### src/design/lvm_pkg.sv
// Constants shared by the supply monitor control logic
package lvm_pkg;

  // ----------------------------------------------------------------
  // Register bus geometry
  // ----------------------------------------------------------------
  localparam int unsigned ADDR_W = 4;
  localparam int unsigned DATA_W = 8;

  // ----------------------------------------------------------------
  // Register offsets
  // ----------------------------------------------------------------
  localparam logic [3:0] OFS_CONTROL = 4'h0;
  localparam logic [3:0] OFS_IRQ_STATUS = 4'h1;
  localparam logic [3:0] OFS_IRQ_MASK = 4'h2;
  localparam logic [3:0] OFS_IRQ_FORCE = 4'h3;

  // ----------------------------------------------------------------
  // Control register field positions and reset value
  // ----------------------------------------------------------------
  localparam int unsigned CTL_THR_LSB = 0;
  localparam int unsigned CTL_THR_MSB = 2;
  localparam int unsigned CTL_REF_ON = 3;
  localparam int unsigned CTL_ENABLE = 4;
  localparam int unsigned CTL_UV_FLAG = 5;
  localparam int unsigned CTL_DLY_LSB = 6;
  localparam int unsigned CTL_DLY_MSB = 7;
  localparam logic [7:0] CTL_RESET = 8'h00;
  localparam logic [7:0] CTL_WR_MASK = 8'hdf;

  // Threshold code that senses the external input
  localparam logic [2:0] THR_EXTERNAL = 3'h0;

  // ----------------------------------------------------------------
  // Interrupt status bits
  // ----------------------------------------------------------------
  localparam int unsigned IRQ_W = 2;
  localparam int unsigned IRQ_ALARM = 0;
  localparam int unsigned IRQ_UV_RISE = 1;
  localparam logic [1:0] IRQ_RESET = 2'h0;

  // ----------------------------------------------------------------
  // Timing: slow oscillator period derived from the 20 MHz clock
  // ----------------------------------------------------------------
  localparam int unsigned MCLK_PERIOD_NS = 50;
  localparam int unsigned SLOW_OSC_PERIOD_NS = 31250;
  localparam int unsigned SLOW_DIV_CYC = SLOW_OSC_PERIOD_NS / MCLK_PERIOD_NS;
  localparam int unsigned SLOW_DIV_W = 10;

  // Slow periods counted per alarm delay code (upper bound of each range)
  localparam int unsigned DLY_CNT_W = 4;
  localparam logic [3:0] DLY_TICKS_00 = 4'h2;
  localparam logic [3:0] DLY_TICKS_01 = 4'h4;
  localparam logic [3:0] DLY_TICKS_10 = 4'h8;
  localparam logic [3:0] DLY_TICKS_11 = 4'h2;

endpackage : lvm_pkg

### src/design/lvm_ctrl.sv
// Supply monitor control: register, comparator steering, alarm delay, interrupt
module lvm_ctrl (
  // Clock and reset
  input  wire logic       MCLK,
  input  wire logic       ARST_N,
  // Register port
  input  wire logic [3:0] REG_ADDR,
  input  wire logic [7:0] REG_WDATA,
  input  wire logic       REG_WR,
  input  wire logic       REG_RD,
  output logic      [7:0] REG_RDATA,
  // Power mode and system status
  input  wire logic       SLEEP_MODE,
  input  wire logic       IDLE_MODE,
  input  wire logic       UV_RESET_EN,
  // Analogue comparator side
  input  wire logic       CMP_OUT,
  output logic            CMP_ENABLE,
  output logic            SENSE_EXT,
  output logic      [2:0] THRESHOLD_CODE,
  output logic            BANDGAP_ENABLE,
  // Interrupt and wake
  output logic            IRQ,
  output logic            WAKE_IDLE
);

  // ----------------------------------------------------------------
  // Declarations
  // ----------------------------------------------------------------
  logic [7:0] ctrl_q;
  logic [7:0] ctrl_d;
  logic [1:0] status_q;
  logic [1:0] status_d;
  logic [1:0] mask_q;
  logic [1:0] mask_d;
  logic [7:0] rdata_q;
  logic [7:0] rdata_d;
  logic [9:0] div_q;
  logic [9:0] div_d;
  logic       uv_prev_q;
  logic       cmp_en_q;
  logic       sense_ext_q;
  logic [2:0] thr_code_q;
  logic       bandgap_q;
  logic       wake_q;
  logic       wake_d;

  logic       wr_ctrl;
  logic       wr_status;
  logic       wr_mask;
  logic       wr_force;
  logic       rd_hit_ctrl;
  logic       rd_hit_status;
  logic       rd_hit_mask;
  logic [2:0] thr_sel;
  logic       monitor_enable;
  logic       reference_force_on;
  logic [1:0] alarm_delay_select;
  logic       det_active;
  logic       cmp_sync;
  logic       undervoltage_flag;
  logic       slow_tick;
  logic       alarm_pulse;
  logic [3:0] ticks_seen;
  logic [3:0] ticks_need;
  logic [1:0] irq_set;
  logic [1:0] irq_clr;
  logic [7:0] ctrl_view;

  // ----------------------------------------------------------------
  // Address decode
  // ----------------------------------------------------------------
  assign wr_ctrl       = REG_WR && (REG_ADDR == lvm_pkg::OFS_CONTROL);
  assign wr_status     = REG_WR && (REG_ADDR == lvm_pkg::OFS_IRQ_STATUS);
  assign wr_mask       = REG_WR && (REG_ADDR == lvm_pkg::OFS_IRQ_MASK);
  assign wr_force      = REG_WR && (REG_ADDR == lvm_pkg::OFS_IRQ_FORCE);
  assign rd_hit_ctrl   = REG_ADDR == lvm_pkg::OFS_CONTROL;
  assign rd_hit_status = REG_ADDR == lvm_pkg::OFS_IRQ_STATUS;
  assign rd_hit_mask   = REG_ADDR == lvm_pkg::OFS_IRQ_MASK;

  // ----------------------------------------------------------------
  // Control register fields
  // ----------------------------------------------------------------
  assign thr_sel            = ctrl_q[lvm_pkg::CTL_THR_MSB:lvm_pkg::CTL_THR_LSB];
  assign reference_force_on = ctrl_q[lvm_pkg::CTL_REF_ON];
  assign monitor_enable     = ctrl_q[lvm_pkg::CTL_ENABLE];
  assign alarm_delay_select = ctrl_q[lvm_pkg::CTL_DLY_MSB:lvm_pkg::CTL_DLY_LSB];

  // Writable bits only; the flag bit is never stored
  assign ctrl_d = wr_ctrl ? (REG_WDATA & lvm_pkg::CTL_WR_MASK) : ctrl_q;

  // Control register, all zero after power-on
  always_ff @(posedge MCLK or negedge ARST_N) begin
    if (!ARST_N) begin
      ctrl_q <= lvm_pkg::CTL_RESET;
    end else begin
      ctrl_q <= ctrl_d;
    end
  end

  // ----------------------------------------------------------------
  // Detector enable and analogue steering
  // ----------------------------------------------------------------
  // Sleep overrides the enable bit
  assign det_active = monitor_enable && !SLEEP_MODE;

  // Registered drive of the analogue block
  always_ff @(posedge MCLK or negedge ARST_N) begin
    if (!ARST_N) begin
      cmp_en_q    <= 1'b0;
      sense_ext_q <= 1'b0;
      thr_code_q  <= 3'h0;
      bandgap_q   <= 1'b0;
    end else begin
      cmp_en_q    <= det_active;
      sense_ext_q <= thr_sel == lvm_pkg::THR_EXTERNAL;
      thr_code_q  <= thr_sel;
      bandgap_q   <= det_active || UV_RESET_EN || reference_force_on;
    end
  end

  assign CMP_ENABLE     = cmp_en_q;
  assign SENSE_EXT      = sense_ext_q;
  assign THRESHOLD_CODE = thr_code_q;
  assign BANDGAP_ENABLE = bandgap_q;

  // ----------------------------------------------------------------
  // Comparator sampling
  // ----------------------------------------------------------------
  lvm_sync u_sync (
    .clk    (MCLK),
    .arst_n (ARST_N),
    .din    (CMP_OUT),
    .dout   (cmp_sync)
  );

  // Raw comparator level, no hysteresis; zero while detector is off
  assign undervoltage_flag = cmp_sync && det_active;

  // ----------------------------------------------------------------
  // Slow oscillator period enable
  // ----------------------------------------------------------------
  assign div_d = (div_q == 10'(lvm_pkg::SLOW_DIV_CYC - 1)) ? 10'h000 : div_q + 10'h001;
  assign slow_tick = div_q == 10'(lvm_pkg::SLOW_DIV_CYC - 1);

  // Free-running divider
  always_ff @(posedge MCLK or negedge ARST_N) begin
    if (!ARST_N) begin
      div_q <= 10'h000;
    end else begin
      div_q <= div_d;
    end
  end

  // ----------------------------------------------------------------
  // Alarm delay filter
  // ----------------------------------------------------------------
  lvm_delay u_delay (
    .clk        (MCLK),
    .arst_n     (ARST_N),
    .slow_tick  (slow_tick),
    .delay_sel  (alarm_delay_select),
    .uv_level   (undervoltage_flag),
    .alarm      (alarm_pulse),
    .ticks_seen (ticks_seen),
    .ticks_need (ticks_need)
  );

  // ----------------------------------------------------------------
  // Interrupt status, mask and force
  // ----------------------------------------------------------------
  assign irq_set[lvm_pkg::IRQ_ALARM]   = alarm_pulse || (wr_force && REG_WDATA[0]);
  assign irq_set[lvm_pkg::IRQ_UV_RISE] = undervoltage_flag && !uv_prev_q;
  assign irq_clr  = wr_status ? REG_WDATA[1:0] : 2'h0;
  // Set wins over a clear in the same cycle
  assign status_d = (status_q & ~irq_clr) | irq_set;
  assign mask_d   = wr_mask ? REG_WDATA[1:0] : mask_q;

  // Status, mask and edge history
  always_ff @(posedge MCLK or negedge ARST_N) begin
    if (!ARST_N) begin
      status_q  <= lvm_pkg::IRQ_RESET;
      mask_q    <= lvm_pkg::IRQ_RESET;
      uv_prev_q <= 1'b0;
    end else begin
      status_q  <= status_d;
      mask_q    <= mask_d;
      uv_prev_q <= undervoltage_flag;
    end
  end

  assign IRQ = |(status_q & mask_q);

  // Wake only on the alarm flag newly set during idle; a flag preset before idle
  // gives no wake, so software can opt out. Held until idle ends.
  assign wake_d = IDLE_MODE && (wake_q || (status_d[lvm_pkg::IRQ_ALARM] &&
                  !status_q[lvm_pkg::IRQ_ALARM]));

  // Wake request register
  always_ff @(posedge MCLK or negedge ARST_N) begin
    if (!ARST_N) begin
      wake_q <= 1'b0;
    end else begin
      wake_q <= wake_d;
    end
  end

  assign WAKE_IDLE = wake_q;

  // ----------------------------------------------------------------
  // Read path
  // ----------------------------------------------------------------
  assign ctrl_view = {ctrl_q[7:6], undervoltage_flag, ctrl_q[4:0]};
  assign rdata_d   = !REG_RD      ? 8'h00 :
                     rd_hit_ctrl   ? ctrl_view :
                     rd_hit_status ? {6'h00, status_q} :
                     rd_hit_mask   ? {6'h00, mask_q} : 8'h00;

  // Read data stands one cycle after the strobe
  always_ff @(posedge MCLK or negedge ARST_N) begin
    if (!ARST_N) begin
      rdata_q <= 8'h00;
    end else begin
      rdata_q <= rdata_d;
    end
  end

  assign REG_RDATA = rdata_q;

  // ----------------------------------------------------------------
  // Assertions
  // ----------------------------------------------------------------
  chk_sense_ext_sel: assert property (
    @(posedge MCLK) disable iff (!ARST_N)
    ARST_N |=> (SENSE_EXT == ($past(thr_sel) == 3'h0)))
    else $error("external sense select wrong");

  chk_threshold_code: assert property (
    @(posedge MCLK) disable iff (!ARST_N)
    wr_ctrl |=> ##1 (THRESHOLD_CODE == $past(REG_WDATA[2:0], 2)))
    else $error("threshold code not following write");

  chk_flag_readback: assert property (
    @(posedge MCLK) disable iff (!ARST_N)
    (REG_RD && rd_hit_ctrl) |=> (REG_RDATA[5] == $past(undervoltage_flag)))
    else $error("undervoltage flag readback wrong");

  chk_enable_off: assert property (
    @(posedge MCLK) disable iff (!ARST_N)
    (wr_ctrl && !REG_WDATA[4]) |=> ##1 !CMP_ENABLE)
    else $error("detector still on after disable");

  chk_sleep_off: assert property (
    @(posedge MCLK) disable iff (!ARST_N)
    SLEEP_MODE |=> !CMP_ENABLE)
    else $error("detector on during sleep");

  chk_alarm_held: assert property (
    @(posedge MCLK) disable iff (!ARST_N)
    alarm_pulse |-> undervoltage_flag ##1 status_q[0])
    else $error("alarm without held level or flag not set");

  chk_delay_count: assert property (
    @(posedge MCLK) disable iff (!ARST_N)
    alarm_pulse |-> (ticks_seen == ticks_need && ticks_need != 4'h0))
    else $error("alarm before delay elapsed");

  chk_idle_wake: assert property (
    @(posedge MCLK) disable iff (!ARST_N)
    (IDLE_MODE && status_d[lvm_pkg::IRQ_ALARM] && !status_q[lvm_pkg::IRQ_ALARM])
      |=> WAKE_IDLE)
    else $error("no wake from idle");

  chk_bandgap_on: assert property (
    @(posedge MCLK) disable iff (!ARST_N)
    (UV_RESET_EN || reference_force_on) |=> BANDGAP_ENABLE)
    else $error("bandgap not enabled");

  chk_sync_path: assert property (
    @(posedge MCLK) disable iff (!ARST_N)
    ($past(ARST_N) && $past(ARST_N, 2) && det_active) |->
      (undervoltage_flag == $past(CMP_OUT, 2)))
    else $error("sync path broken");

  chk_flag_ro: assert property (
    @(posedge MCLK) disable iff (!ARST_N)
    wr_ctrl |=> !ctrl_q[lvm_pkg::CTL_UV_FLAG])
    else $error("read-only flag bit stored");

  chk_flag_off_read: assert property (
    @(posedge MCLK) disable iff (!ARST_N)
    (REG_RD && rd_hit_ctrl && !det_active) |=> !REG_RDATA[lvm_pkg::CTL_UV_FLAG])
    else $error("flag reads set while detector off");

  chk_alarm_once: assert property (
    @(posedge MCLK) disable iff (!ARST_N)
    alarm_pulse |=> !alarm_pulse)
    else $error("alarm repeated within one episode");

  chk_delay_restart: assert property (
    @(posedge MCLK) disable iff (!ARST_N)
    !undervoltage_flag |=> (ticks_seen == 4'h0))
    else $error("delay count kept across a high level");

  chk_preset_no_wake: assert property (
    @(posedge MCLK) disable iff (!ARST_N)
    (IDLE_MODE && status_q[lvm_pkg::IRQ_ALARM] && !WAKE_IDLE) |=> !WAKE_IDLE)
    else $error("preset flag woke the device");

  chk_force_set: assert property (
    @(posedge MCLK) disable iff (!ARST_N)
    (wr_force && REG_WDATA[0]) |=> status_q[lvm_pkg::IRQ_ALARM])
    else $error("forced flag not set");

  chk_bandgap_off: assert property (
    @(posedge MCLK) disable iff (!ARST_N)
    !(det_active || UV_RESET_EN || reference_force_on) |=> !BANDGAP_ENABLE)
    else $error("bandgap on without a source");

  chk_ctrl_reset: assert property (
    @(posedge MCLK) disable iff (!ARST_N)
    $rose(ARST_N) |-> (ctrl_q == lvm_pkg::CTL_RESET))
    else $error("control register not zero after reset");

  cov_alarm: cover property (@(posedge MCLK) disable iff (!ARST_N) alarm_pulse);
  cov_preset: cover property (@(posedge MCLK) disable iff (!ARST_N)
    IDLE_MODE && status_q[lvm_pkg::IRQ_ALARM] && !WAKE_IDLE);
  cov_wake: cover property (@(posedge MCLK) disable iff (!ARST_N) $rose(WAKE_IDLE));
  cov_ext: cover property (@(posedge MCLK) disable iff (!ARST_N) SENSE_EXT && CMP_ENABLE);

endmodule // lvm_ctrl

### src/design/lvm_delay.sv
// Alarm delay filter counting slow periods of a held low-voltage level
module lvm_delay (
  // Clock and reset
  input  wire logic       clk,
  input  wire logic       arst_n,
  // Timing
  input  wire logic       slow_tick,
  input  wire logic [1:0] delay_sel,
  // Level and result
  input  wire logic       uv_level,
  output logic            alarm,
  output logic [3:0]      ticks_seen,
  output logic [3:0]      ticks_need
);

  logic [3:0] cnt_q;
  logic [3:0] cnt_d;
  logic       done_q;
  logic       done_d;
  logic       reach;

  // Required count per delay code
  assign ticks_need = (delay_sel == 2'h0) ? lvm_pkg::DLY_TICKS_00 :
                      (delay_sel == 2'h1) ? lvm_pkg::DLY_TICKS_01 :
                      (delay_sel == 2'h2) ? lvm_pkg::DLY_TICKS_10 :
                                            lvm_pkg::DLY_TICKS_11;

  // Count only while the level holds; a short pulse restarts from zero
  assign reach  = uv_level && !done_q && (cnt_q >= ticks_need);
  assign cnt_d  = !uv_level ? 4'h0 :
                  (slow_tick && cnt_q < ticks_need) ? cnt_q + 4'h1 : cnt_q;
  assign done_d = uv_level && (done_q || reach);
  assign alarm  = reach;
  assign ticks_seen = cnt_q;

  // Counter and once-per-episode latch
  always_ff @(posedge clk or negedge arst_n) begin
    if (!arst_n) begin
      cnt_q  <= 4'h0;
      done_q <= 1'b0;
    end else begin
      cnt_q  <= cnt_d;
      done_q <= done_d;
    end
  end

endmodule // lvm_delay

### src/design/lvm_sync.sv
// Two-stage synchroniser for the comparator output
module lvm_sync (
  // Clock and reset
  input  wire logic clk,
  input  wire logic arst_n,
  // Level in and out
  input  wire logic din,
  output logic      dout
);

  logic meta_q;
  logic sync_q;

  // First stage read only by the second
  always_ff @(posedge clk or negedge arst_n) begin
    if (!arst_n) begin
      meta_q <= 1'b0;
      sync_q <= 1'b0;
    end else begin
      meta_q <= din;
      sync_q <= meta_q;
    end
  end

  assign dout = sync_q;

endmodule // lvm_sync

### config.mk
export PLATFORM = sky130hd
export DESIGN_NAME = lvm_ctrl
export DESIGN_NICKNAME = d
export VERILOG_FILES = /design/src/design/lvm_pkg.sv /design/src/design/lvm_ctrl.sv /design/src/design/lvm_delay.sv /design/src/design/lvm_sync.sv
export SDC_FILE = /design/constraint.sdc
export NUM_CORES = 1
export LEC_CHECK = 0
export BUFFER_PORTS_ARGS = -buffer_cell sky130_fd_sc_hd__buf_2
export CORE_ASPECT_RATIO = 0.75
export CORE_MARGIN = 2
export CORE_UTILIZATION = 49
export DETAILED_ROUTE_END_ITERATION = 10
export GPL_TIMING_DRIVEN = 0
export PLACE_DENSITY = 0.75
export SETUP_SLACK_MARGIN = 0.3
export SYNTH_ARGS = -nofsm -noshare
export SYNTH_HDL_FRONTEND = slang
export SYNTH_SLANG_ARGS = --single-unit
### constraint.sdc
create_clock -name MCLK -period 1.8 [get_ports MCLK]
set_input_delay 0.27 -clock MCLK [delete_from_list [all_inputs] [get_ports MCLK]]
set_output_delay 0.27 -clock MCLK [all_outputs]
set_load 0.005 [all_outputs]
* Word-level counts from Yosys, hierarchy flattened
Index checks and enable logic that the tools add are counted.
Word-level totals: memory bits (writable) 0, bits in latches 0, register bits after elaboration 44, ROM bits 0, memories 0
Operators by class: divide/modulo/power cells 0, mux-type cells 11, add/subtract/negate cells 2, bitwise logic cells 4, multipliers 0, reductions and logical operators 27, shift-type cells 0, equality and inequality tests 7, magnitude comparators 2
Operators with widths (number):
- 4-bit two-way mux | 5
- 8-bit two-way mux | 2
- 1-bit logical AND | 14
- 10-bit by 1-bit adder with 10-bit output, second input constant | 1
- 10-bit equality test, second input constant | 1
- 10-bit two-way mux | 1
- 4-bit by 2-bit equality test with 1-bit output, second input constant | 2
- 2-bit two-way mux | 3
- 1-bit logical OR | 5
- 4-bit by 1-bit adder with 4-bit output, second input constant | 1
- 2-bit bitwise AND | 2
- 4-bit by 1-bit equality test with 1-bit output, second input constant | 1
- 4-bit greater-or-equal comparator | 1
- 1-bit logical NOT | 4
- 4-bit logical NOT | 1
- 4-bit < comparator | 1
- 3-bit logical NOT | 1
- 2-bit by 1-bit equality test with 1-bit output, second input constant | 1
- 2-bit equality test, second input constant | 1
- 2-bit logical NOT | 1
- 2-bit inequality test, second input constant | 1
- 2-bit inverter | 1
- 2-bit bitwise OR | 1
- 2-bit OR reduction | 1

* Logic depth before layout (Yosys ltp)
Gate-level depths: netlist of the first run.
depth after elaboration 11, depth in mapped cells 8

* Modules after synthesis
Synthesis of the first run repeated with hierarchy kept, for this count alone.
Second synthesis, totals: cells, all modules 171, area, all modules 1975.6 µm²
Modules (own cells, without submodules):
- lvm_ctrl | instances 1, cells an instance 125, sequential area each 925.9 µm², area an instance 1514.0 µm²
- lvm_delay | instances 1, cells an instance 44, sequential area each 125.1 µm², area an instance 411.6 µm²
- lvm_sync | instances 1, cells an instance 2, sequential area each 50.0 µm², area an instance 50.0 µm²

* Least setup slack after synthesis of the first run
No wires, ideal clock.
path type register -> register, start reg ctrl_q[6], end reg u_delay.cnt_q[3], in the netlist u_delay.ticks_seen[3], path slack -0.110 ns, data required time 1.722 ns, stages on the path, launching flop included 9, data arrival time 1.832 ns, library setup time 0.078 ns, period minus slack after synthesis 1.910 ns, path buffers 0, cell sequence dfrtp_1 -> inv_1 -> ha_1 -> inv_1 -> ha_1 -> a21oi_1 -> nand2_1 -> or4_1 -> a21oi_1
Between the ends: cells in the longest elaborated chain, start to end 7, elaborated cells on any way between the ends 9, classes of those cells order compare: 1; eq/ne: 3; mux: 3; reduce/logical: 2
RTL lines:
- start: declaration | line lvm_ctrl.sv:30 | logic [7:0] ctrl_q;
- start signal: assignment | line lvm_ctrl.sv:95 | ctrl_q <= lvm_pkg::CTL_RESET;
- start signal: assignment | line lvm_ctrl.sv:97 | ctrl_q <= ctrl_d;
- 2-bit equality test | line lvm_delay.sv:25 | (delay_sel == 2'h2) ? lvm_pkg::DLY_TICKS_10 :
- 4-bit two-way mux | line lvm_delay.sv:25
- 4-bit two-way mux | line lvm_delay.sv:24 | (delay_sel == 2'h1) ? lvm_pkg::DLY_TICKS_01 :
- 4-bit two-way mux * | line lvm_delay.sv:23 | assign ticks_need = (delay_sel == 2'h0) ? lvm_pkg::DLY_TICKS_00 :
- 4-bit < comparator * | line lvm_delay.sv:31 | (slow_tick && cnt_q < ticks_need) ? cnt_q + 4'h1 : cnt_q;
- 1-bit logical AND * | line lvm_delay.sv:31
- 2-bit inequality test (no source line) *
- end signal: assignment | line lvm_delay.sv:42 | cnt_q <= cnt_d;
- end: declaration | line lvm_delay.sv:16 | logic [3:0] cnt_q;
Mark *: on every way between the ends. The rest lies on a longest branch, timed or not. A chain may end at the register's enable or synchronous reset.

* Worst setup path in the final report of the first run
start reg ctrl_q[6], end reg u_delay.cnt_q[2], in the netlist u_delay.ticks_seen[2]
The elaborated chain is that of the path after synthesis.

==> impl_metrics.toml, run 1 <==
[synth]
synthAdderAreaFrac_pct = 5.165
synthXorXnorAreaFrac_pct = 1.356
synthSimpleGateAreaFrac_pct = 18.27
synth_compound_area_share_pct = 9.877
netlist_area_sq_mm = 0.001938
post_synth_mux_area_share_pct = 5.810
ys.flop_type = "dfrtp_1"
ys_async_sr_fraction_pct = 100.0
synth_edf_count = 0
synth_top_family_by_area = "simple AND/OR/NAND/NOR gates"
yosysWarnings = 0
yosysSeqAreaShare_pct = 56.81
postSynthCellCount = 169
yosys.cell_types.count = 38
syn_area_per_cell_sq_um = 11.47
ys_seq_elements = 44
synthesis.nets = 197

[finish]
utilization_pct = 67.15
fin_nets = 254
antenna_cells = 0
drive_gt1_share_pct = 41.59
syn_to_final_growth_pct = 29.31
stdcell_count = 278

[floorplanning]
io_pins = 36
fp.dieH_um = 58.47
die_area_sq_mm = 0.004480
die_w_um = 76.62
rows = 19
initial_core_util_pct = 51.93
core_sq_mm = 0.003732

[cts]
numCtsBuffers = 5
cts_tree = "yes"
holdBufCountCts = 0
clk_latency_ns = 0.29
clk_path_buf_depth = 2
cts.sinks = 44
path_clk_slew_ns = 0.08
htreeDepth = 2
cts_root_buf = "clkbuf_8"

[grt]
grtUsageMet1_pct = 26.62
grt_pass1_vias = 1568
grtUsageMet2_pct = 31.86
grt_max_degree = 45
grt_pass1_wl_mm = 6.920
gr-total-overflow = 0
antenna_found_initial = 0
grt-busiest-layer = "met2"
gr-usage-met3_pct = 5.061
grt_use_total_pct = 19.99

[power_and_ir_drop]
ir_worst_vdd_v = 0.0005640
leakagePower_uw = 0.001205
power_density_mw_per_mm2 = 887.2

[sta]
max_freq_ghz = 0.5431
period_needed_ns = 1.841
finClkSkew_ns = 0.006619
relSlewSlack_pct = 36.89
hold_viol_final = 0
rsz0062_at_grt = "yes"
layout_setup_ws_ns = -0.04140
slew_violations = 0
finalCritPeriodShare_pct = 102.3
setup-violations-final = 4
worst_slew_pin_slew_ns = 0.9466
hold_slack_ns = 0.08150

[outcome]
violations = "setup timing"
status = "complete, but fails checks"

[drt]
drcViolationCount = 0
via_per_inst = 5.435
wirelength_mm = 4.179
num_vias = 1511
wl_per_cell_um = 15.03
ant_nets = 0
first_iter_violations = 105
drtPass1Iterations = 4

[setup_path]
start_kind = "register"
required_ns = 2.02
critPathMaxFanout = 5
endpoint_kind = "register"
cp.arrival_ns = 2.06
worst-setup-path-type = "reg2reg"

[placed_design]
io_buffers = 34
place_congestion = 0.8997
pre_cts_ws_ns = -0.09562
placedCellCount = 255
hpwl_mm = 2.688

[flow_run]
max-cap-violations = 0

[min_path]
hold_class = "in2reg"
per-layer routing:
metal	part of all wire (%)	up-vias
li1	-	713
met1	47	750
met2	47	41
met3	4.6	7
met4	1.3	0
met5	0	-
layout make-up:
cell class | instances | area [sq um]
sequential | 44 | 1101
buffer | 3 | 11.26
clock buffer | 5 | 68.82
timing repair buffer | 50 | 297.8
inverter | 11 | 41.29
multi-input combinational | 111 | 908.4
tap | 52 | 65.06
fill | 269 | 1226
clock inverter | 2 | 12.51
worst paths after layout:
path | startpoint | end | slack [ns] | depth (start not counted)
min in group asynchronous | ARST_N | THRESHOLD_CODE[2]$_DFF_PN0_ | 0.12 | 1
max in group asynchronous | ARST_N | div_q[2]$_DFF_PN0_ | 1.09 | 1
setup / recovery | ctrl_q[6]$_DFFE_PN0P_ | u_delay.ticks_seen[2]$_DFFE_PN0P_ | -0.04 | 8
hold / removal | CMP_OUT | u_sync.meta_q$_DFF_PN0_ | 0.08 | 1
hold reg to reg | u_sync.meta_q$_DFF_PN0_ | u_sync.dout$_DFF_PN0_ | 0.36 | 0
setup reg to reg | ctrl_q[6]$_DFFE_PN0P_ | u_delay.ticks_seen[2]$_DFFE_PN0P_ | -0.04 | 8
synth_stat cells, drive strengths merged, types with 2 or more instances:
cell    number  area share [%]
dfrtp       44              57
inv         11             2.1
nand3b       2            0.77
xnor2        2            0.90
or3          2            0.65
nand3        9             3.0
nand2       11             2.1
nor4         3            0.97
clkbuf       3            0.58
a21oi        6             1.5
and2         5             1.7
and3         5             1.6
mux2        10             5.8
a221oi       2            0.90
or4          2            0.77
ha           8             5.2
a22o         2            0.90
o31ai        3             1.2
nor3         3            0.77
nor2        11             2.3
o21ai       11             2.8
report_power, final:
group | internal [uW] | leakage [uW] | switching [uW] | total, uW
Clock | 263 | 0.0000400 | 315 | 578
Sequential | 1090 | 0.000562 | 70.3 | 1160
Combinational | 262 | 0.000604 | 224 | 485
repair_timing:
item | 4_1_cts | 5_1_grt
pin swaps | 9 | 13
resized for setup | 16 | 16
buffers inserted | 14 | 2
setup endpoints to repair | 16 | 16
cell families after synthesis:
family,Yosys count
buffers and inverters,14
AOI/OAI and AO/OA,30
and+or+nand+nor,60
DFF,44
adders and majority gates,8
xor gates and xnor gates,3
muxes,10
flip-flops by register name, indices dropped and copies added, names as in the netlist:
name,cells
CMP_ENABLE,1
div_q,10
status_q,2
WAKE_IDLE,1
u_sync.dout,1
u_delay.done_q,1
u_delay.ticks_seen,4
u_sync.meta_q,1
mask_q,2
THRESHOLD_CODE,3
BANDGAP_ENABLE,1
REG_RDATA,8
ctrl_q,7
SENSE_EXT,1
uv_prev_q,1
worst max-delay path: stages, from the launching register on:
cell	delay, ns
dfrtp_1	0.42
inv_2	0.08
ha_2	0.16
inv_2	0.04
ha_4	0.22
a21oi_4	0.13
nand2_2	0.10
or4_4	0.49
a21oi_2	0.12
layout by cell type, fill, tap and decap left out, types with 3 or more instances in the layout:
master    count
nor2_1        8
o21ai_0       3
inv_2         4
o21ai_1       7
mux2_2       10
and2_1        4
o31ai_1       3
ha_1          3
clkbuf_1      3
ha_4          3
inv_1         7
and3_1        5
dfrtp_1      44
nand3_1       8
a21oi_2       3
clkbuf_8      5
buf_4        14
nand2_1       9
buf_2        34
stage by stage:
step                power, uW  setup TNS [ns]  cell area, sq um
floorplan                1377               0              1972
global route             2339         -0.4600              2506
global placement         1505        -0.07065              2207
detailed placement       1531         -0.2275              2207
CTS                      2192        -0.07002              2436
finish                   2223         -0.1022              2506
Note: power is estimated with default switching activity, not from simulation.
==> inputs of run 2 (changes only) <==
clock period = 1.63 ns   (was 1.8 ns; I/O delays follow)
==> impl_metrics.toml, run 2 (same netlist as run 1, synthesis figures left out) <==
[outcome]
status = "complete, but fails checks"
violations = "setup timing"

[finish]
mostFrequentLayoutCells = "dfrtp_1, buf_2, buf_4"
design_area_sq_mm = 0.002467
largest-register = "div_q"
largest_register_ffs = 10
syn_to_final_growth_pct = 27.31
fillers = 287
antenna_cells = 0
drive_gt1_share_pct = 41.18
fin_nets = 249
final_common_cell = "dfrtp_1"

[sta]
period_needed_ns = 1.810
relSlewSlack_pct = 38.71
rsz0062_at_grt = "yes"
slew_violations = 0
worst_slew_pin_slew_ns = 0.9193
setup-violations-final = 6
finClkSkew_ns = 0.006746
hold_viol_final = 0
layout_setup_ws_ns = -0.1797
finalCritPeriodShare_pct = 111.0
max_freq_ghz = 0.5526

[cts]
clk_path_buf_depth = 2
clk_latency_ns = 0.29
htreeDepth = 2
numCtsBuffers = 5
cts_root_buf = "clkbuf_8"
cts.sinks = 44
cts_tree = "yes"
path_clk_slew_ns = 0.08

[drt]
wirelength_mm = 3.780
ant_nets = 0
drcViolationCount = 0
num_vias = 1483
drtPass1Iterations = 4
first_iter_violations = 74
via_per_inst = 5.432
wl_per_cell_um = 13.85

[floorplanning]
die_w_um = 76.62
initial_core_util_pct = 51.93
io_pins = 36
die_area_sq_mm = 0.004480
rows = 19
core_sq_mm = 0.003732
fp.dieH_um = 58.47

[setup_path]
cp_slowest_cell = "or4_1"
start_kind = "register"
critPathMaxFanout = 4
endpoint_kind = "register"
critPathTopFamily = "simple AND/OR/NAND/NOR gates"
worst-path-buf-inv = 2
worst-setup-path-type = "reg2reg"
cpPeakStageDelay_ns = 0.47
cp.arrival_ns = 2.03
required_ns = 1.85
crit_chain = "inv_2 > ha_2 > inv_2 > ha_4 > nand3b_1 > nand2_2 > or4_1 > a21oi_1"
cpMostUsedCell = "inv_2"

[placed_design]
place_congestion = 0.8992
io_buffers = 34
hpwl_mm = 2.629
place_area_sq_mm = 0.002220

[grt]
grt_use_total_pct = 18.78
gr-usage-met3_pct = 4.448
grt_max_degree = 45
gr-total-overflow = 0
antenna_found_initial = 0
grt_pass1_wl_mm = 6.437
grtUsageMet2_pct = 30.72
grtUsageMet1_pct = 24.00
grt-busiest-layer = "met2"
grt_pass1_vias = 1439

[min_path]
hold_class = "in2reg"

[flow_run]
max-cap-violations = 0

[power_and_ir_drop]
finalPower_uw = 2393
ir_worst_vdd_v = 0.0008041
power_density_mw_per_mm2 = 969.7
leakagePower_uw = 0.001188
run 2: worst paths after layout:
check	to	cells after the start	startpoint	slack, ns
worst max-delay path	u_delay.ticks_seen[2]$_DFFE_PN0P_	8	ctrl_q[7]$_DFFE_PN0P_	-0.18
worst min-delay path	u_sync.meta_q$_DFF_PN0_	1	CMP_OUT	0.05
worst max register to register	u_delay.ticks_seen[2]$_DFFE_PN0P_	8	ctrl_q[7]$_DFFE_PN0P_	-0.18
worst min register to register	u_sync.dout$_DFF_PN0_	0	u_sync.meta_q$_DFF_PN0_	0.36
max in group asynchronous	ctrl_q[7]$_DFFE_PN0P_	1	ARST_N	0.92
min in group asynchronous	SENSE_EXT$_DFF_PN0_	1	ARST_N	0.08
run 2: worst register-to-register path, delay by kind of cell (launching register included):
family / cells / cell delay (ns)
buffers and inverters: 2 / 0.11
AND/OR/NAND/NOR: 3 / 0.68
adder cells (fa/ha/maj): 2 / 0.37
flip-flops: 1 / 0.44
AO/OA/AOI/OAI: 1 / 0.14
run 2: stage by stage:
stage	hold slack, ns	TNS, ns	utilization [%]	worst slack [ns]	instances
2_1_floorplan	-0.05109	-0.2556	-	-0.1222	169
4_1_cts	0.04610	-0.7141	65.47	-0.1976	271
3_5_place_dp	0.3450	-1.155	59.47	-0.2882	255
6_report	0.05463	-0.6710	66.11	-0.1797	273
3_3_place_gp	0.3381	-0.7172	59.47	-0.2021	255
5_1_grt	0.04188	-1.570	66.11	-0.2882	273
run 2: final cells by class:
| class | instances | area (sq um) | area share [%] |
|---|---|---|---|
| flip-flops and latches | 44 | 1102 | 44.68 |
| multi-input cells | 111 | 907.1 | 36.76 |
| repair buffers | 45 | 256.5 | 10.40 |
| clock buffers | 5 | 68.82 | 2.789 |
| well taps | 52 | 65.06 | 2.637 |
| inverters | 11 | 41.29 | 1.673 |
| plain buffers | 3 | 13.76 | 0.5578 |
| clock inverters | 2 | 12.51 | 0.5071 |
run 2: report_power, final:
part           switching [uW]  leakage, uW  internal [uW]
sequential               79.7     0.000560           1210
combinational             220     0.000588            256
clock                     341    0.0000400            290
run 2: timing repair:
item                                    CTS  global route
endpoints found under the setup margin   23            19
pin swaps                                12             2
hold buffers                              0             0
setup buffers                             9             2
resized for setup                        22             5
run 2: layer usage:
| layer | share of wire (%) | vias to the layer above |
|---|---|---|
| met2 | 46 | 41 |
| met4 | 2.4 | 0 |
| met1 | 47 | 726 |
| li1 | - | 706 |
| met5 | 0 | - |
| met3 | 4.6 | 10 |
